## src/rtl/bfd_defines.svh

```systemverilog
`ifndef BFD_DEFINES_SVH
`define BFD_DEFINES_SVH

// ============================================================
// Register offsets
`define BFD_CFG_OFFS        8'h04
`define BFD_OFF_DELAY_OFFS  8'h06
`define BFD_DIM_CTRL_OFFS   8'h07
`define BFD_FADE_RATE_OFFS  8'h08
`define BFD_FULL_LVL_OFFS   8'h09
`define BFD_LEVEL_OFFS      8'h0A
`define BFD_STATE_OFFS      8'h0B

// ============================================================
// Field positions
`define BFD_DELAY_MSB       6
`define BFD_CODE_MSB        6
`define BFD_FADE_DOWN_MSB   7
`define BFD_FADE_DOWN_LSB   4
`define BFD_FADE_UP_MSB     3
`define BFD_FADE_UP_LSB     0
`define BFD_LAW_MSB         2
`define BFD_LAW_LSB         1
`define BFD_OVERRIDE_BIT    0

// ============================================================
// Reset values
`define BFD_REG_RESET       8'h00

// ============================================================
// Timing
`define BFD_CLK_PERIOD_NS   5
`define BFD_SEC_NS          1000000000
`define BFD_TENTH_NS        100000000
`define BFD_SEC_CYC         (`BFD_SEC_NS / `BFD_CLK_PERIOD_NS)
`define BFD_TENTH_CYC       (`BFD_TENTH_NS / `BFD_CLK_PERIOD_NS)
`define BFD_FULL_SCALE      127

`endif

```

## src/rtl/bfd_pkg.sv

```systemverilog
package bfd_pkg;

   typedef enum logic [2:0]
   {
      BFD_ST_OFF  = 3'b000,
      BFD_ST_UP   = 3'b001,
      BFD_ST_FULL = 3'b010,
      BFD_ST_DIM  = 3'b011,
      BFD_ST_DOWN = 3'b100
   } bfd_state_e;

   typedef enum logic [1:0]
   {
      BFD_LAW_LINEAR  = 2'b00,
      BFD_LAW_SQUARE  = 2'b01,
      BFD_LAW_CUBIC10 = 2'b10,
      BFD_LAW_CUBIC11 = 2'b11
   } bfd_law_e;

   typedef logic [6:0] bfd_code_t;

   // Full-scale ramp time per rate code, in tenths of a second
   function automatic int unsigned bfd_rate_tenths(input int unsigned code);
      int unsigned t;
      t = 1;
      case (code)
         0:  t = 1;
         1:  t = 3;
         2:  t = 6;
         3:  t = 9;
         4:  t = 12;
         5:  t = 15;
         6:  t = 18;
         7:  t = 21;
         8:  t = 24;
         9:  t = 28;
         10: t = 31;
         11: t = 35;
         12: t = 40;
         13: t = 45;
         14: t = 50;
         15: t = 55;
         default: t = 1;
      endcase
      return t;
   endfunction

endpackage

```

## src/rtl/bfd_fade_ramp.sv

```systemverilog
`timescale 1ns/1ps
`default_nettype none
`include "bfd_defines.svh"

module bfd_fade_ramp
   import bfd_pkg::*;
#(
   parameter int unsigned TENTH_CYC = `BFD_TENTH_CYC
)
(
   input  wire logic       ref_clk,
   input  wire logic       resetn,
   input  wire bfd_code_t  target,
   input  wire logic [3:0] rate_up,
   input  wire logic [3:0] rate_down,
   output var  bfd_code_t  level,
   output logic            at_target
);

   // ============================================================
   // Step period per rate code
   logic [31:0] period_tab [16];

   genvar g;
   generate
      for (g = 0; g < 16; g++)
      begin : g_tab
         localparam int unsigned CYC =
            bfd_rate_tenths(g) * TENTH_CYC / `BFD_FULL_SCALE;
         assign period_tab[g] = (CYC < 1) ? 32'h0000_0001 : 32'(CYC);
      end
   endgenerate

   // ============================================================
   // Stepper
   bfd_code_t   level_q, level_d;
   logic [31:0] cnt_q, cnt_d;
   logic [31:0] period;
   logic        going_up;

   assign going_up  = (level_q < target);
   assign at_target = (level_q == target);
   assign level     = level_q;

   always_comb
   begin
      // Rate is per step, so short ramps finish proportionally sooner
      period  = going_up ? period_tab[rate_up] : period_tab[rate_down];
      level_d = level_q;
      cnt_d   = cnt_q;
      if (at_target)
      begin
         cnt_d = 32'h0000_0000;
      end
      else if (cnt_q + 32'h0000_0001 >= period)
      begin
         cnt_d   = 32'h0000_0000;
         level_d = going_up ? level_q + 7'h01 : level_q - 7'h01;
      end
      else
      begin
         cnt_d = cnt_q + 32'h0000_0001;
      end
   end

   always_ff @(posedge ref_clk or negedge resetn)
   begin
      if (!resetn)
      begin
         level_q <= 7'h00;
         cnt_q   <= 32'h0000_0000;
      end
      else
      begin
         level_q <= level_d;
         cnt_q   <= cnt_d;
      end
   end

endmodule
`default_nettype wire

```

## src/rtl/bfd_backlight_ctrl.sv

```systemverilog
// Function
// RL1 - Dim delay is seven bits; zero disables it, else whole seconds.
// RL2 - Dim delay counting begins only once level reaches full brightness.
// RL3 - Dim delay expiry moves the target from full to dim level.
// RL4 - Fade-down rate sits in bits 7:4; zero means near-instant change.
// RL5 - Nonzero fade-down ramps from present level to dim or off.
// RL6 - Fade-down code sets full 30 mA to zero time, 0.3 s steps; table runs 0.3 s to 5.5 s, steps of 0.3 s up to 2.4 s then uneven.
// RL7 - Fixed step rate; shorter level spans finish proportionally sooner.
// RL8 - Fade-up rate sits in bits 3:0; zero means near-instant change.
// RL9 - Nonzero fade-up ramps from present level to full on turn-on.
// RL10 - Fade-up code sets full ramp time, 0.3 s to 5.5 s.
// RL11 - Disabled fading still ramps quickly, about 100 ms, not one step.
// RL12 - Full brightness code is seven bits, mapped by chosen law.
// RL13 - Two-bit field selects linear, square or two cubic mappings.
// RL14 - Off delay starts after dim delay when enabled, then turns off.
// RL15 - One-second tick drives delays; count restarts on reaching full.
// RL16 - Reserved bit 7 of delay and level registers reads zero.
`timescale 1ns/1ps
`default_nettype none
`include "bfd_defines.svh"

module bfd_backlight_ctrl
   import bfd_pkg::*;
#(
   parameter int unsigned SEC_CYC   = `BFD_SEC_CYC,
   parameter int unsigned TENTH_CYC = `BFD_TENTH_CYC
)
(
   input  wire logic       ref_clk,
   input  wire logic       resetn,
   input  wire logic       reg_wr_en,
   input  wire logic       reg_rd_en,
   input  wire logic [7:0] reg_addr,
   input  wire logic [7:0] reg_wdata,
   output logic      [7:0] reg_rdata,
   input  wire logic       backlight_on,
   input  wire bfd_code_t  dim_level_code,
   output bfd_code_t       sink_code,
   output bfd_law_e        sink_law
);

   // ============================================================
   // Registers
   logic [2:0] cfg_q, cfg_d;
   bfd_code_t  off_delay_q, off_delay_d;
   bfd_code_t  dim_delay_q, dim_delay_d;
   logic [7:0] fade_rate_q, fade_rate_d;
   bfd_code_t  full_code_q, full_code_d;
   logic [7:0] rdata_q, rdata_d;

   bfd_state_e state_q, state_d;
   bfd_code_t  level;
   logic       at_target;

   always_comb
   begin
      cfg_d       = cfg_q;
      off_delay_d = off_delay_q;
      dim_delay_d = dim_delay_q;
      fade_rate_d = fade_rate_q;
      full_code_d = full_code_q;
      rdata_d     = rdata_q;
      if (reg_wr_en)
      begin
         // RL16 reserved bit dropped
         case (reg_addr)
            `BFD_CFG_OFFS:       cfg_d       = reg_wdata[2:0];
            `BFD_OFF_DELAY_OFFS: off_delay_d = reg_wdata[`BFD_DELAY_MSB:0];
            // RL1 dim delay field
            `BFD_DIM_CTRL_OFFS:  dim_delay_d = reg_wdata[`BFD_DELAY_MSB:0];
            `BFD_FADE_RATE_OFFS: fade_rate_d = reg_wdata;
            // RL12 full code field
            `BFD_FULL_LVL_OFFS:  full_code_d = reg_wdata[`BFD_CODE_MSB:0];
            default:             cfg_d       = cfg_q;
         endcase
      end
      if (reg_rd_en)
      begin
         // RL16 reserved reads zero
         case (reg_addr)
            `BFD_CFG_OFFS:       rdata_d = {5'h00, cfg_q};
            `BFD_OFF_DELAY_OFFS: rdata_d = {1'b0, off_delay_q};
            `BFD_DIM_CTRL_OFFS:  rdata_d = {1'b0, dim_delay_q};
            `BFD_FADE_RATE_OFFS: rdata_d = fade_rate_q;
            `BFD_FULL_LVL_OFFS:  rdata_d = {1'b0, full_code_q};
            `BFD_LEVEL_OFFS:     rdata_d = {1'b0, level};
            `BFD_STATE_OFFS:     rdata_d = {5'h00, state_q};
            default:             rdata_d = 8'h00;
         endcase
      end
   end

   always_ff @(posedge ref_clk or negedge resetn)
   begin
      if (!resetn)
      begin
         cfg_q       <= 3'h0;
         off_delay_q <= 7'h00;
         dim_delay_q <= 7'h00;
         fade_rate_q <= `BFD_REG_RESET;
         full_code_q <= 7'h00;
         rdata_q     <= 8'h00;
      end
      else
      begin
         cfg_q       <= cfg_d;
         off_delay_q <= off_delay_d;
         dim_delay_q <= dim_delay_d;
         fade_rate_q <= fade_rate_d;
         full_code_q <= full_code_d;
         rdata_q     <= rdata_d;
      end
   end

   assign reg_rdata = rdata_q;

   // ============================================================
   // Rate selection
   logic [3:0] rate_up, rate_down;
   logic       fade_override;

   assign fade_override = cfg_q[`BFD_OVERRIDE_BIT];

   // Override forces the quick default ramp in both directions
   always_comb
   begin
      // RL8 fade-up nibble
      rate_up   = fade_override ? 4'h0
                : fade_rate_q[`BFD_FADE_UP_MSB:`BFD_FADE_UP_LSB];
      // RL4 fade-down nibble
      rate_down = fade_override ? 4'h0
                : fade_rate_q[`BFD_FADE_DOWN_MSB:`BFD_FADE_DOWN_LSB];
   end

   // ============================================================
   // Sequencer with second tick
   logic [31:0] tick_q, tick_d;
   bfd_code_t   secs_q, secs_d;
   logic        on_q, on_d;
   bfd_code_t   target;
   logic        sec_tick;
   logic        restart;

   assign sec_tick = (tick_q + 32'h0000_0001 >= SEC_CYC);

   always_comb
   begin
      state_d = state_q;
      on_d    = backlight_on;
      restart = 1'b0;
      if (!backlight_on)
      begin
         // Fade-down must still settle into OFF once the level hits zero
         if (state_q == BFD_ST_DOWN && at_target)
         begin
            state_d = BFD_ST_OFF;
         end
         else if (state_q != BFD_ST_OFF)
         begin
            state_d = BFD_ST_DOWN;
         end
      end
      else
      begin
         case (state_q)
            BFD_ST_OFF:
            begin
               // Turn-on is edge based so a timed-out light stays off
               if (!on_q)
               begin
                  state_d = BFD_ST_UP;
               end
            end
            BFD_ST_UP:
            begin
               // RL2 start at full
               if (at_target)
               begin
                  state_d = BFD_ST_FULL;
                  restart = 1'b1;
               end
            end
            BFD_ST_FULL:
            begin
               if (!at_target)
               begin
                  state_d = BFD_ST_UP;
               end
               // RL3 dim on expiry
               else if (dim_delay_q != 7'h00 && sec_tick
                        && secs_q + 7'h01 == dim_delay_q)
               begin
                  state_d = BFD_ST_DIM;
                  restart = 1'b1;
               end
               // RL14 off without dim
               else if (dim_delay_q == 7'h00 && off_delay_q != 7'h00
                        && sec_tick && secs_q + 7'h01 == off_delay_q)
               begin
                  state_d = BFD_ST_DOWN;
               end
            end
            BFD_ST_DIM:
            begin
               // RL14 off after dim
               if (off_delay_q != 7'h00 && sec_tick
                   && secs_q + 7'h01 == off_delay_q)
               begin
                  state_d = BFD_ST_DOWN;
               end
            end
            BFD_ST_DOWN:
            begin
               if (!on_q)
               begin
                  state_d = BFD_ST_UP;
               end
               else if (at_target)
               begin
                  state_d = BFD_ST_OFF;
               end
            end
            default: state_d = BFD_ST_OFF;
         endcase
      end
   end

   always_comb
   begin
      tick_d = sec_tick ? 32'h0000_0000 : tick_q + 32'h0000_0001;
      secs_d = sec_tick ? secs_q + 7'h01 : secs_q;
      // RL15 restart count
      if (restart || (state_q != BFD_ST_FULL && state_q != BFD_ST_DIM))
      begin
         tick_d = 32'h0000_0000;
         secs_d = 7'h00;
      end
   end

   always_ff @(posedge ref_clk or negedge resetn)
   begin
      if (!resetn)
      begin
         state_q <= BFD_ST_OFF;
         tick_q  <= 32'h0000_0000;
         secs_q  <= 7'h00;
         on_q    <= 1'b0;
      end
      else
      begin
         state_q <= state_d;
         tick_q  <= tick_d;
         secs_q  <= secs_d;
         on_q    <= on_d;
      end
   end

   // ============================================================
   // Target and ramp
   always_comb
   begin
      case (state_q)
         // RL9 ramp to full
         BFD_ST_UP:   target = full_code_q;
         BFD_ST_FULL: target = full_code_q;
         // RL5 ramp to dim
         BFD_ST_DIM:  target = dim_level_code;
         default:     target = 7'h00;
      endcase
   end

   // RL6 RL7 RL10 RL11 per-step rate table
   bfd_fade_ramp #(
      .TENTH_CYC (TENTH_CYC)
   ) u_ramp (
      .ref_clk   (ref_clk),
      .resetn    (resetn),
      .target    (target),
      .rate_up   (rate_up),
      .rate_down (rate_down),
      .level     (level),
      .at_target (at_target)
   );

   // RL13 law to sinks
   assign sink_law  = bfd_law_e'(cfg_q[`BFD_LAW_MSB:`BFD_LAW_LSB]);
   assign sink_code = level;

endmodule
`default_nettype wire

```

## config.mk

```make
export PLATFORM = sky130hd
export DESIGN_NAME = bfd_backlight_ctrl
export DESIGN_NICKNAME = d
export VERILOG_FILES = /design/src/rtl/bfd_pkg.sv /design/src/rtl/bfd_fade_ramp.sv /design/src/rtl/bfd_backlight_ctrl.sv
export VERILOG_INCLUDE_DIRS = /design/src /design/src/rtl
export SDC_FILE = /design/constraint.sdc
export NUM_CORES = 1
export LEC_CHECK = 0
export BUFFER_PORTS_ARGS = -buffer_cell sky130_fd_sc_hd__buf_2
export CORE_MARGIN = 2
export CORE_UTILIZATION = 38
export DETAILED_ROUTE_END_ITERATION = 12
export GPL_ROUTABILITY_DRIVEN = 0
export GPL_TIMING_DRIVEN = 0
export HOLD_SLACK_MARGIN = 0.1
export PLACE_DENSITY = 0.6
export SLEW_MARGIN = 20
export SYNTH_ARGS = -nofsm -noshare
export SYNTH_HDL_FRONTEND = slang
export SYNTH_SLANG_ARGS = --single-unit
```

## constraint.sdc

```tcl
create_clock -name ref_clk -period 4.65 [get_ports ref_clk]
set_input_delay 0.93 -clock ref_clk [delete_from_list [all_inputs] [get_ports ref_clk]]
set_output_delay 0.93 -clock ref_clk [all_outputs]
set_load 0.02 [all_outputs]
```

**After elaboration in Yosys (flattened, before gate mapping)**

Memory sizes are Yosys's and may differ from the RTL's.
Cells that the tools add are included.

- ROM bits: 1024
- Latch bits: 0
- Register bits: 122
- Memory bits (writable): 0
- Memories kept: 2

Memories:

| memory | words | bits a word | read ports | clocked after Yosys merged registers in | wr ports | RTL line | RTL |
|---|---|---|---|---|---|---|---|
| (name not given) | 16 | 32 | 1 | 0 | 0 | bfd_fade_ramp.sv:48 | `period = going_up ? period_tab[rate_up] : period_tab[rate_down];` |
| (name not given) | 16 | 32 | 1 | 0 | 0 | bfd_fade_ramp.sv:48 |  |

- Div/mod/pow operators: 0
- $add $sub $neg: 5
- Multiply operators: 0
- Order comparisons: 5
- Reduce and logical (&&, ||, !) cells: 25
- Shifts and indexed selects: 0
- Equal/unequal tests: 21
- Muxes and demuxes: 33
- Bitwise logic cells: 3

Operators with widths:

| kind | count |
|---|---|
| 32-bit 2-to-1 mux | 9 |
| 32-bit by 1-bit adder with 32-bit output (second input constant) | 2 |
| 8-bit case mux with 7 select lines | 1 |
| 3-bit 2-to-1 mux | 11 |
| 8-bit by 4-bit == test with 1-bit output (second input constant) | 4 |
| 32-bit by 28-bit >= comparator with 1-bit output (second input constant) | 1 |
| 32-bit >= comparator | 1 |
| 8-bit by 3-bit == test with 1-bit output (second input constant) | 3 |
| 7-bit == test | 3 |
| 7-bit 2-to-1 mux | 3 |
| 3-bit case mux with 5 select lines | 1 |
| 7-bit by 1-bit adder with 7-bit output (second input constant) | 2 |
| 7-bit case mux with 2 select lines | 1 |
| 7-bit nonzero test | 2 |
| 2-bit AND reduction | 6 |
| 5-bit >= comparator (second input constant) | 2 |
| 4-bit NOT with 5-bit output | 2 |
| 1-bit logical AND | 9 |
| 3-bit inequality test (second input constant) | 3 |
| 4-bit 2-to-1 mux | 2 |
| 7-bit logical NOT | 1 |
| 7-bit less-than comparator | 1 |
| 7-bit by 1-bit subtractor with 7-bit output (second input constant) | 1 |
| 3-bit by 2-bit == test with 1-bit output (second input constant) | 2 |
| other kinds (14) | 19 |

**Longest topological paths before layout**

Gate-level depths: netlist of the first run.

- Depth in word-level cells: 10
- Mapped depth: 25
- Mapped depth without buffers: 21

**Modules after synthesis**

Synthesis of the first run repeated with hierarchy kept, for this count alone.

- Cell total of the unflattened synthesis: 949
- Area total of the unflattened synthesis: 8613.3 um2

Modules (own cells, without submodules):

| module | cells an instance | area each (um2) | seq. area each (um2) | instances |
|---|---|---|---|---|
| bfd_backlight_ctrl | 474 | 4720.8 | 2077.0 | 1 |
| bfd_fade_ramp | 475 | 3892.5 | 975.9 | 1 |

**Worst setup path before layout of the first run**

Ideal clock, no wire load.

- Path type: input-to-reg
- From: in dim_level_code[1]
- To: reg u_ramp.level_q[1] (netlist: u_ramp.level[1])
- Buffers on the path: 1
- Stages: 20
- Data required time: 4.525 ns
- Data arrival time: 4.927 ns
- Path slack: -0.402 ns
- Path through: mux2_2 > a22o_1 > nand2_1 > ha_1 > nor2b_1 > o21ai_0 > a21oi_1 > nor3_1 > inv_1 > clkbuf_1 > nor2_1 > a21oi_1 > ha_1 > a21o_1 > a211oi_1 > o31ai_1 > a221oi_1 > o32a_1 > a21oi_1 > mux2_2

- Longest elaborated chain between the ends: 5
- Elaborated cells between the ends (all ways): 8

RTL lines:

| what | RTL line | RTL |
|---|---|---|
| from (decl) | bfd_backlight_ctrl.sv:37 | `input wire bfd_code_t dim_level_code,` |
| 7-bit case mux with 2 select lines * | bfd_backlight_ctrl.sv:262 | `case (state_q)` |
| 7-bit less-than comparator | bfd_fade_ramp.sv:41 | `assign going_up = (level_q < target);` |
| 32-bit 2-to-1 mux | bfd_fade_ramp.sv:48 |  |
| 32-bit >= comparator | bfd_fade_ramp.sv:55 | `else if (cnt_q + 32'h0000_0001 >= period)` |
| 2-bit AND reduction (no source line) | n/a |  |
| to (signal assigned) | bfd_fade_ramp.sv:75 | `level_q <= level_d;` |
| to (decl) | bfd_fade_ramp.sv:36 | `bfd_code_t level_q, level_d;` |

Every way passes the cells marked *; elsewhere a longest branch is shown, timed or not.
A chain may end at the register's enable or synchronous reset.

**Worst setup path in the final report of the first run**

- From: in dim_level_code[1]
- To: reg u_ramp.level_q[2] (netlist: u_ramp.level[2])

Same word-level chain as after synthesis.

==> impl_results.md, run 1 <==
* Row count at 56
* Clk buf depth at 2
* Ant. Diodes at 0
* Mapped Cells at 995
* Final setup viols at 30
* Initial antenna violation count at 0
* Worst VDD drop at about 0.49 mV
* Router iterations before antenna repair at 5
* Worst-path clk slew at around 60 ps
* Layout cells sized above 1 at 0.205
* Main synth FF type: dfrtp_1
* Critical-path cell list: buf_6 -> mux2_4 -> a22o_1 -> nand2_2 -> ha_4 -> nor2b_4 -> o21ai_2 -> a21oi_2 -> nor3_4 -> inv_1 -> a311oi_1 -> a21oi_1 -> ha_1 -> nand4_1 -> o31ai_2 -> a221oi_2 -> o32a_1 -> buf_4 -> a21oi_4 -> mux2_4
* Number of global-route vias before repair at 7606
* Power Density at around 370 nW/µm²
* Worst path arrival time at approximately 5000 ps
* Critical R2R Capture: u_ramp.level[2]$_DFFE_PN0P_
* Max Cap Viol at 0
* Setup crit end kind: flip-flop
* Post-synth EDFFs at 0
* CTS tree: yes
* First-pass GRT wire length at between 30000 and 40000 µm
* Startpoint type of the worst setup path: primary input
* Most frequent cells in the layout: 121 x dfrtp_1, 86 x nand2_1, 74 x nor2_1
* Port buffer count at 43
* Failing checks: negative setup slack
* GRT Total Usage at 0.204
* Synth cell types at around 90
* Largest net degree at the start of global routing at 75
* Post-synth ARST share at 1.00
* P_sw at roughly 1.3 mW
* # fillers at 2268
* P_int at 2.58 mW
* Max Clk Rate at 209 MHz
* Final hold violation count at 0
* Area grow syn2layout at 18.6%
* Crit share post-route at 1.03
* Slew of the pin with the lowest slew margin at 1030 ps
* Overflow left after global routing at 0
* Worst-skew pair later-pin latency at approximately 430 ps
* Tmin final at about 4800 ps
* Final nets at around 1200
* Post-CTS Hold Buffers at 0
* Unrepaired setup endpoints after global routing: true
* Setup slack, reg-to-reg at -90 ps
* Chip Height at approximately 160 µm
* Most common library cell in the layout ignoring fill and taps: dfrtp_1
* Most used cell, CP: mux2_4
* DR WL/cell at 17.0 µm
* Combinational share of power at 0.361
* Total CTS buffers at 17
* Slew headroom at 0.309
* Reg area at approximately 3000 µm²
* Hold Crit Class: in -> async
* Num ports at 45
* DR vias/cell at 5.54
* Post-DRT Antenna Nets at 0
* Worst setup margin at -127 ps
* Fin. max-slew vios at 0
* Die Area at ~25000 µm²
* Cell Area, Synth at approximately 9000 µm²
* R2r startpoint: state_q[1]$_DFFE_PN0P_
* Critical path data required time at 4960 ps
* Seq/Total Area, Yosys at 0.340
* Switching Share at 0.343
* Initial DRC Count at 630
* Htree depth at 4
* Cell area after layout at approximately 11000 µm²
* Clk pwr share at 0.327
* Die width at about 160 µm
* CP max stage delay at about 380 ps
* Leak pwr at 4.49 nW
* Seq cells post-synth at about 120
* Post-place setup slack at -1350 ps
* FF-to-FF path depth at 20
* Post-DP HPWL at approximately 18000 µm
* Wirelength, routed at roughly 24000 µm
* CP Class: in -> reg
* Core Area at between 20000 and 25000 µm²
* Syn avg cell area at about 9 µm²
* Initial Util at 0.385
* Fin Setup TNS at -2790 ps
* Clock root buffer: clkbuf_16
* Status: finished, violations left
* Yosys Warn Count at 0
* Share of power burned in registers at 0.312
* DP Area at slightly below 10000 µm²
* Crit path max fanout at 6
* Clock Sinks at approximately 120
* Area of the multi-input gates at approximately 5700 µm²
* Worst Skew at roughly 12 ps
* Critical path's slowest cell: a311oi_1
* Vias at 7857
* DRC viols at 0
## critical path: cells and delay by family
family | cells | cell delay [ps]
muxes | 2 | 570
AOI/OAI and AO/OA | 9 | 2010
buffers and inverters | 3 | 440
adders and majority gates | 2 | 520
and+or+nand+nor | 4 | 600
## power by group through the flow
stage | sequential [mW] | combinational [mW] | clock (mW)
2_1_floorplan | 1.24 | 0.811 | 0
3_3_place_gp | 1.24 | 1.12 | 0
3_5_place_dp | 1.23 | 1.14 | 0
4_1_cts | 1.22 | 1.37 | 1.30
5_1_grt | 1.23 | 1.56 | 1.35
6_report | 1.22 | 1.42 | 1.28
## sequential cells by signal, indices dropped and copies added (netlist names), 3 cells and up
register and cells:
tick_q 32, u_ramp.cnt_q 32, fade_rate_q 8, reg_rdata 8
dim_delay_q 7, full_code_q 7, off_delay_q 7, secs_q 7
u_ramp.level 7, cfg_q 3, state_q 3
## cells by family (layout without fill, tap and decap cells)
group                    Yosys count  count (layout)  synth area share
AND/OR/NAND/NOR                  378             378             0.221
AO/OA/AOI/OAI                    223             223             0.172
flip-flops                       122             122             0.340
buffers and inverters             85             179            0.0443
XOR/XNOR                          79              79            0.0817
multiplexers                      58              58            0.0716
adder cells (fa/ha/maj)           49              49            0.0691
other                              1              12          0.000418
## Yosys cell counts, types with 7 or more instances
library cell / n / area share
a211oi_1: 16 / 0.013
nor2_1: 74 / 0.031
nor2b_1: 40 / 0.028
dfrtp_1: 122 / 0.34
nand3_1: 42 / 0.023
a21oi_1: 44 / 0.025
mux2_2: 50 / 0.063
inv_1: 25 / 0.010
o211ai_1: 9 / 0.0075
a21o_1: 11 / 0.0092
nand2b_1: 13 / 0.0091
a31oi_1: 11 / 0.0077
nor2_2: 8 / 0.0056
and3_1: 16 / 0.011
nor3_1: 19 / 0.011
mux2i_1: 8 / 0.0089
nand4_1: 27 / 0.019
a311oi_1: 7 / 0.0068
o21ai_0: 43 / 0.024
a22o_1: 10 / 0.0098
xor2_1: 29 / 0.028
o22ai_1: 12 / 0.0084
clkbuf_1: 43 / 0.018
xnor2_1: 47 / 0.046
ha_1: 48 / 0.067
nand2_1: 88 / 0.037
## worst max-delay path by stage
stage | from | end | cells past startpoint
5_1_grt | state_q[1]$_DFFE_PN0P_ | u_ramp.cnt_q[10]$_DFF_PN0_ | 24
3_5_place_dp | dim_level_code[1] | u_ramp.cnt_q[20]$_DFF_PN0_ | 22
3_3_place_gp | dim_level_code[1] | u_ramp.cnt_q[23]$_DFF_PN0_ | 22
4_1_cts | dim_level_code[1] | u_ramp.level[2]$_DFFE_PN0P_ | 24
6_report | dim_level_code[1] | u_ramp.level[2]$_DFFE_PN0P_ | 20
2_1_floorplan | dim_level_code[1] | u_ramp.cnt_q[10]$_DFF_PN0_ | 21
## through the flow
step                      utilization  cells  power [mW]  hold WS, ps
after floorplan                     -   1006        2.05          485
after global placement          0.415   1368        2.35          528
after detailed placement        0.417   1369        2.37          530
after CTS                       0.453   1418        3.89          396
after global routing            0.456   1419        4.14          416
final                           0.456   1419        3.93          398
## what timing repair did
| action | in CTS | in global routing |
|---|---|---|
| pin swaps | 18 | 7 |
| setup buffers | 16 | 1 |
| resized for setup | 34 | 17 |
| endpoints found under the setup margin | 31 | 31 |
| gates cloned | 2 | 0 |
## metal layers
metal / wire (µm) / global-route usage / up-vias
li1: - / - / 3790
met1: 11400 / 0.279 / 3840
met2: 11400 / 0.328 / 193
met3: 935 / 0.0328 / 34
met4: 467 / 0.0701 / 0
met5: 0 / 0 / -
## cell type report
type | count | share of cell area
plain buffers | 58 | 0.0350
clock buffers | 20 | 0.0419
clock inverters | 12 | 0.0107
inverters | 26 | 0.00916
multi-input cells | 799 | 0.539
flip-flops and latches | 122 | 0.287
well taps | 319 | 0.0375
repair buffers | 63 | 0.0399
Power figures use the tool's default switching activity.
==> inputs of run 2 (changes only) <==
--- a/config.mk
+++ b/config.mk
@@ -14,6 +14,7 @@
 export GPL_TIMING_DRIVEN = 0
 export HOLD_SLACK_MARGIN = 0.1
 export PLACE_DENSITY = 0.6
+export RECOVER_POWER = 100
 export SLEW_MARGIN = 20
 export SYNTH_ARGS = -nofsm -noshare
 export SYNTH_HDL_FRONTEND = slang
==> run 2 against run 1 <==
The run ends with max-capacitance violations, max-slew violations, negative setup slack left. Sequential cell count stayed put. Total power down 0.39%. Clock skew is essentially flat. Non-clock buffer count did not move. Fmax increased by 0.65%. Sequential share of layout area is 0.42 points higher. Largest power group unchanged. Clock power is essentially flat. Count of clock-buffer cells in the layout stayed put. Register-to-register slack improved by 30 ps. Sequential power barely moved.
==> impl_results.md, run 2 (synthesized netlist as in run 1, its figures left out) <==
* Fin util at 0.450 (-0.00665)
* Setup crit end: u_ramp.cnt_q[18]$_DFF_PN0_
* Startpoint type of the worst setup path: primary input
* Clk buf depth at 2 (unchanged)
* Levels on crit path at 22 (+10%)
* Worst VDD drop at 0.492 mV (-0.46%)
* Critical-path cell list: buf_6 -> mux2_4 -> a22o_1 -> nand2_2 -> ha_4 -> nor2b_4 -> o21ai_2 -> a21oi_2 -> nor3_4 -> inv_1 -> clkbuf_8 -> a21oi_1 -> ha_1 -> a21o_1 -> a211oi_2 -> o31ai_2 -> a221oi_2 -> o32a_1 -> buf_4 -> nand3_4 -> clkbuf_16 -> nor2b_1
* Worst path arrival time at 5100 ps (about the same)
* CP max stage delay at 350 ps (-30 ps)
* Worst-skew pair later-pin latency at 430 ps (about the same)
* GRT Total Usage at 0.204 (unchanged)
* CP top delay family: compound AO/OA/AOI/OAI gates
* Hold_sp: tick_q[0]$_DFF_PN0_
* Hold Crit Class: reg -> reg
* DR vias/cell at 5.53 (-0.13%)
* Overflow left after global routing at 0 (unchanged)
* Leak pwr at 4.35 nW (-3.0%)
* Clk pwr share at 0.328 (about the same)
* Power Density at 373 nW/µm² (+1.1%)
* Clock root buffer: clkbuf_16
* Die width at 158 µm (unchanged)
* Num ports at 45 (unchanged)
* DRC viols at 0 (unchanged)
* Max Clk Rate at 211 MHz (+0.65%)
* DR WL/cell at 17.0 µm (about the same)
* Port buffer count at 43 (unchanged)
* Final setup viols at 30 (unchanged)
* P_sw at 1.34 mW (-0.21%)
* Htree depth at 4 (unchanged)
* Crit share post-route at 1.02 (-0.00665)
* Wirelength, routed at 24200 µm (about the same)
* Chip Height at 158 µm (unchanged)
* FF-to-FF path depth at 22 (+10%)
* Area grow syn2layout at 16.9%
* Total CTS buffers at 17 (unchanged)
* Crit path max fanout at 15 (+9)
* Max Cap Viol at 1 (+1)
* Most frequent cells in the layout: 121 x dfrtp_1, 87 x nand2_1, 74 x nor2_1
* Fin. max-slew vios at 50 (+50)
* Failing checks: max-capacitance violations, max-slew violations, negative setup slack
* Final nets at 1164 (unchanged)
* Overall Power at 3.91 mW (-0.39%)
* Ant. Diodes at 0 (unchanged)
* Layout cells sized above 1 at 0.175 (-0.0309)
* Clock Sinks at 122 (unchanged)
* Router iterations before antenna repair at 5 (unchanged)
* Status: finished, violations left
* Initial DRC Count at 564 (-10%)
* Worst Setup SP: dim_level_code[1]
* Post-CTS Hold Buffers at 0 (unchanged)
* Critical path's slowest cell: a221oi_2
* Tmin final at 4750 ps (-30.9 ps)
* R2r startpoint: state_q[1]$_DFFE_PN0P_
* Slew headroom at -0.830 (-1.14)
* CP Class: in -> reg
* Core Area at 23300 µm² (unchanged)
* Setup crit end kind: flip-flop
* Top flop regs: tick_q: 32 flops, u_ramp.cnt_q: 32 flops
* Worst-path clk slew at 60 ps (about the same)
* Share of power burned in registers at 0.313 (about the same)
* Largest net degree at the start of global routing at 75 (unchanged)
* Switching Share at 0.343 (+0.000609)
* Bufs and invs on worst path at 5 (+2)
* Slew of the pin with the lowest slew margin at 2740 ps (+1710 ps)
* Worst setup margin at -95.7 ps (+30.9 ps)
* First-pass GRT wire length at 39800 µm (unchanged)
* Setup slack, reg-to-reg at -60 ps (+30 ps)
* DP Area at 9720 µm² (unchanged)
* P_int at 2.57 mW (-0.48%)
* Unrepaired setup endpoints after global routing: true
* CTS tree: yes
* Worst Skew at 12.0 ps (-0.0129 ps)
* Critical R2R Capture: u_ramp.cnt_q[18]$_DFF_PN0_
* Critical path data required time at 5010 ps (+50 ps)
* Post-DRT Antenna Nets at 0 (unchanged)
* Initial antenna violation count at 0 (unchanged)
* Cell area after layout at 10500 µm² (-1.5%)
* Post-DP HPWL at 17600 µm (unchanged)
* Number of global-route vias before repair at 7606 (unchanged)
* Initial Util at 0.385 (unchanged)
* Die Area at 24900 µm² (unchanged)
* Combinational share of power at 0.359 (-0.002)
* Row count at 56 (unchanged)
* Final hold violation count at 0 (unchanged)
* Most common library cell in the layout ignoring fill and taps: dfrtp_1
* Vias at 7847 (-0.13%)
-- run 2: layer usage --
metal | wire, µm | GRT usage | vias to the layer above | share of wire
li1 | - | - | 3791 | -
met2 | 11400 | 0.328 | 221 | 0.47
met1 | 11300 | 0.279 | 3797 | 0.47
met4 | 492 | 0.0701 | 0 | 0.020
met3 | 982 | 0.0328 | 38 | 0.041
met5 | 0 | 0 | - | 0
-- run 2: cell type report --
cell class / instances / area [µm²]
flip-flops and latches: 122 / 3050
plain buffers: 58 / 347
inverters: 26 / 97.6
multi-input cells: 799 / 5660
repair buffers: 63 / 372
clock buffers: 20 / 447
well taps: 319 / 399
fillers: 2299 / 12800
clock inverters: 12 / 114
-- run 2: power groups by stage --
stage | clock network [mW] | registers [mW] | logic [mW]
floorplan | 0 | 1.24 | 0.811
global placement | 0 | 1.24 | 1.12
global route | 1.35 | 1.23 | 1.54
finish | 1.28 | 1.22 | 1.40
detailed placement | 0 | 1.23 | 1.14
CTS | 1.30 | 1.22 | 1.37
-- run 2: how the worst min path moves through the flow --
stage | depth (start not counted) | to
floorplan | 1 | u_ramp.cnt_q[0]$_DFF_PN0_
global placement | 1 | tick_q[0]$_DFF_PN0_
detailed placement | 1 | tick_q[0]$_DFF_PN0_
CTS | 1 | secs_q[2]$_DFFE_PN0P_
global route | 1 | tick_q[0]$_DFF_PN0_
finish | 1 | tick_q[0]$_DFF_PN0_
-- run 2: timing repair --
item / 4_1_cts / 5_1_grt
setup endpoints to repair: 31 / 31
pin swaps: 18 / 7
resized for setup: 34 / 17
gates cloned: 2 / 0
buffers inserted: 16 / 1
-- run 2: per-stage QoR --
step | setup WS, ps | setup TNS [ps] | hold slack, ps | cells
finish | -95.7 | -2520 | 543 | 1419
CTS | -115 | -2870 | 396 | 1418
floorplan | 25.9 | 0 | 485 | 1006
global route | -229 | -6220 | 573 | 1419
detailed placement | -1350 | -39060 | 530 | 1369
global placement | -1380 | -40000 | 528 | 1368
==> inputs of run 3 (changes only) <==
--- a/config.mk
+++ b/config.mk
@@ -9,6 +9,7 @@
 export BUFFER_PORTS_ARGS = -buffer_cell sky130_fd_sc_hd__buf_2
 export CORE_MARGIN = 2
 export CORE_UTILIZATION = 38
+export CTS_BUF_LIST = sky130_fd_sc_hd__clkbuf_4 sky130_fd_sc_hd__clkbuf_8 sky130_fd_sc_hd__clkbuf_16
 export DETAILED_ROUTE_END_ITERATION = 12
 export GPL_ROUTABILITY_DRIVEN = 0
 export GPL_TIMING_DRIVEN = 0
==> run 3 against run 2 <==
The run still ends with max-capacitance violations, max-slew violations, negative setup slack left. Fmax hardly changed. Register-to-register slack hardly changed. Clock power hardly changed. Die area stayed put. Via count is 0.54% lower. Design area hardly changed. Global-route usage hardly changed. Sequential cell count stayed put. Non-clock buffer count stayed put. Critical path type unchanged. Critical endpoint is now u_ramp.level[2]$_DFFE_PN0P_. Largest cell class unchanged.
==> impl_results.md, run 3 (synthesized netlist as in run 1, its figures left out) <==
* Slew of the pin with the lowest slew margin at 2760 ps (+10.8 ps)
* CP Class: in -> reg
* Most frequent cells in the layout: 121 x dfrtp_1, 87 x nand2_1, 74 x nor2_1
* Router iterations before antenna repair at 7 (+2)
* Failing checks: max-capacitance violations, max-slew violations, negative setup slack
* Total CTS buffers at 17 (unchanged)
* Critical path's slowest cell: a311oi_1
* Core Area at 23300 µm² (unchanged)
* Tmin final at 4740 ps (-1.42 ps)
* Die Area at 24900 µm² (unchanged)
* Cell area after layout at 10500 µm² (about the same)
* Vias at 7805 (-0.54%)
* Status: finished, violations left
* Leak pwr at 4.36 nW (+0.16%)
* Worst-path clk slew at 60 ps (about the same)
* Worst setup margin at -94.3 ps (+1.42 ps)
* Most common library cell in the layout ignoring fill and taps: dfrtp_1
* Area grow syn2layout at 17.0% (about the same)
* Num ports at 45 (unchanged)
* Layout cells sized above 1 at 0.176 (+0.00182)
* CTS tree: yes
* Initial antenna violation count at 0 (unchanged)
* Largest net degree at the start of global routing at 75 (unchanged)
* Clk buf depth at 2 (unchanged)
* Final setup viols at 30 (unchanged)
* Unrepaired setup endpoints after global routing: true
* Worst VDD drop at 0.492 mV (about the same)
* Post-DP HPWL at 17600 µm (unchanged)
* Worst-skew pair later-pin latency at 430 ps (about the same)
* Slew headroom at -0.837 (-0.00720)
* CP max stage delay at 360 ps (about the same)
* Initial DRC Count at 552 (-2.1%)
* DR WL/cell at 17.0 µm (about the same)
* Final nets at 1164 (unchanged)
* Critical-path cell list: buf_6 -> mux2_4 -> a22o_1 -> nand2_2 -> ha_4 -> nor2b_4 -> o21ai_2 -> a21oi_2 -> nor3_4 -> inv_1 -> a311oi_1 -> a21oi_1 -> ha_1 -> nand4_1 -> o31ai_2 -> a221oi_2 -> o32a_1 -> buf_4 -> a21oi_4 -> mux2_4
* First-pass GRT wire length at 39800 µm (about the same)
* Fin Setup TNS at -2460 ps (+61.1 ps)
* Crit share post-route at 1.02 (about the same)
* Fin. max-slew vios at 50 (unchanged)
* Most used cell, CP: mux2_4
* Initial Util at 0.385 (unchanged)
* Post-DRT Antenna Nets at 0 (unchanged)
* Startpoint type of the worst setup path: primary input
* Number of global-route vias before repair at 7605 (-0.013%)
* Clock root buffer: clkbuf_16
* GRT Total Usage at 0.204 (about the same)
* Overflow left after global routing at 0 (unchanged)
* Worst path arrival time at 5050 ps (-50 ps)
* Max Cap Viol at 1 (unchanged)
* Row count at 56 (unchanged)
* Setup crit end kind: flip-flop
* Chip Height at 158 µm (unchanged)
* Crit path max fanout at 6 (-9)
* Max Clk Rate at 211 MHz (about the same)
* Htree depth at 4 (unchanged)
* Top flop regs: tick_q: 32 flops, u_ramp.cnt_q: 32 flops
* Hold Crit Class: reg -> reg
* DR vias/cell at 5.50 (-0.54%)
* Post-CTS Hold Buffers at 0 (unchanged)
* Die width at 158 µm (unchanged)
* Power Density at 373 nW/µm² (+0.22%)
* Port buffer count at 43 (unchanged)
* DRC viols at 0 (unchanged)
* Worst Skew at 10.7 ps (-1.27 ps)
* Clock Sinks at 122 (unchanged)
* Ant. Diodes at 0 (unchanged)
* DP Area at 9720 µm² (unchanged)
* Critical path data required time at 4960 ps (-50 ps)
* Wirelength, routed at 24200 µm (about the same)
* Final hold violation count at 0 (unchanged)
==> run 3: cell types whose count changed in the layout (fill, tap and decap cells not counted) <==
cell and delta:
clkbuf_1 -2, clkbuf_4 +2
==> run 3: layout make-up <==
| type | count | area (µm²) |
|---|---|---|
| Buffer | 58 | 347 |
| Fill cell | 2296 | 12800 |
| Sequential cell | 122 | 3050 |
| Timing Repair Buffer | 63 | 372 |
| Inverter | 26 | 97.6 |
| Clock buffer | 20 | 454 |
| Multi-Input combinational cell | 799 | 5660 |
| Tap cell | 319 | 399 |
| Clock inverter | 12 | 114 |
==> run 3: worst max-delay path, delay by kind of cell <==
family | cells | cell delay [ps]
AOI/OAI and AO/OA | 9 | 1970
muxes | 2 | 570
and+or+nand+nor | 4 | 610
buffers and inverters | 3 | 440
adders and majority gates | 2 | 520
==> run 3: per-stage QoR <==
stage	hold WS (ps)	utilization	power (mW)	worst slack [ps]	std cells
floorplan	485	-	2.05	25.9	1006
global placement	528	0.415	2.35	-1380	1368
detailed placement	530	0.417	2.37	-1350	1369
CTS	396	0.453	3.90	-115	1418
global route	573	0.450	4.14	-229	1419
finish	543	0.450	3.92	-94.3	1419
==> run 3: power by group <==
group | switching, mW | leakage [nW] | total, mW | internal (mW)
Clock | 0.529 | 0.271 | 1.29 | 0.765
Sequential | 0.0979 | 1.65 | 1.22 | 1.13
Combinational | 0.715 | 2.44 | 1.40 | 0.689
==> run 3: timing repair <==
| item | in CTS | in global routing |
|---|---|---|
| setup endpoints to repair | 31 | 31 |
| setup buffers | 16 | 1 |
| cloned | 2 | 0 |
| pin swaps | 18 | 7 |
| resized for setup | 34 | 17 |
==> run 3: final timing paths <==
kind / from / end / slack (ps) / cells past startpoint
max in group asynchronous: resetn / u_ramp.cnt_q[6]$_DFF_PN0_ / 920 / 2
worst min register to register: tick_q[0]$_DFF_PN0_ / tick_q[0]$_DFF_PN0_ / 540 / 1
worst min-delay path: tick_q[0]$_DFF_PN0_ / tick_q[0]$_DFF_PN0_ / 540 / 1
min in group asynchronous: resetn / secs_q[2]$_DFFE_PN0P_ / 1370 / 1
worst max-delay path: dim_level_code[1] / u_ramp.level[2]$_DFFE_PN0P_ / -90 / 20
worst max register to register: state_q[1]$_DFFE_PN0P_ / u_ramp.level[2]$_DFFE_PN0P_ / -60 / 20
==> run 3: layer usage <==
layer	global-route usage	part of all wire	vias to the layer above
met1	0.279	0.47	3764
li1	-	-	3792
met5	0	0	-
met2	0.328	0.47	216
met4	0.0701	0.019	0
met3	0.0328	0.040	33
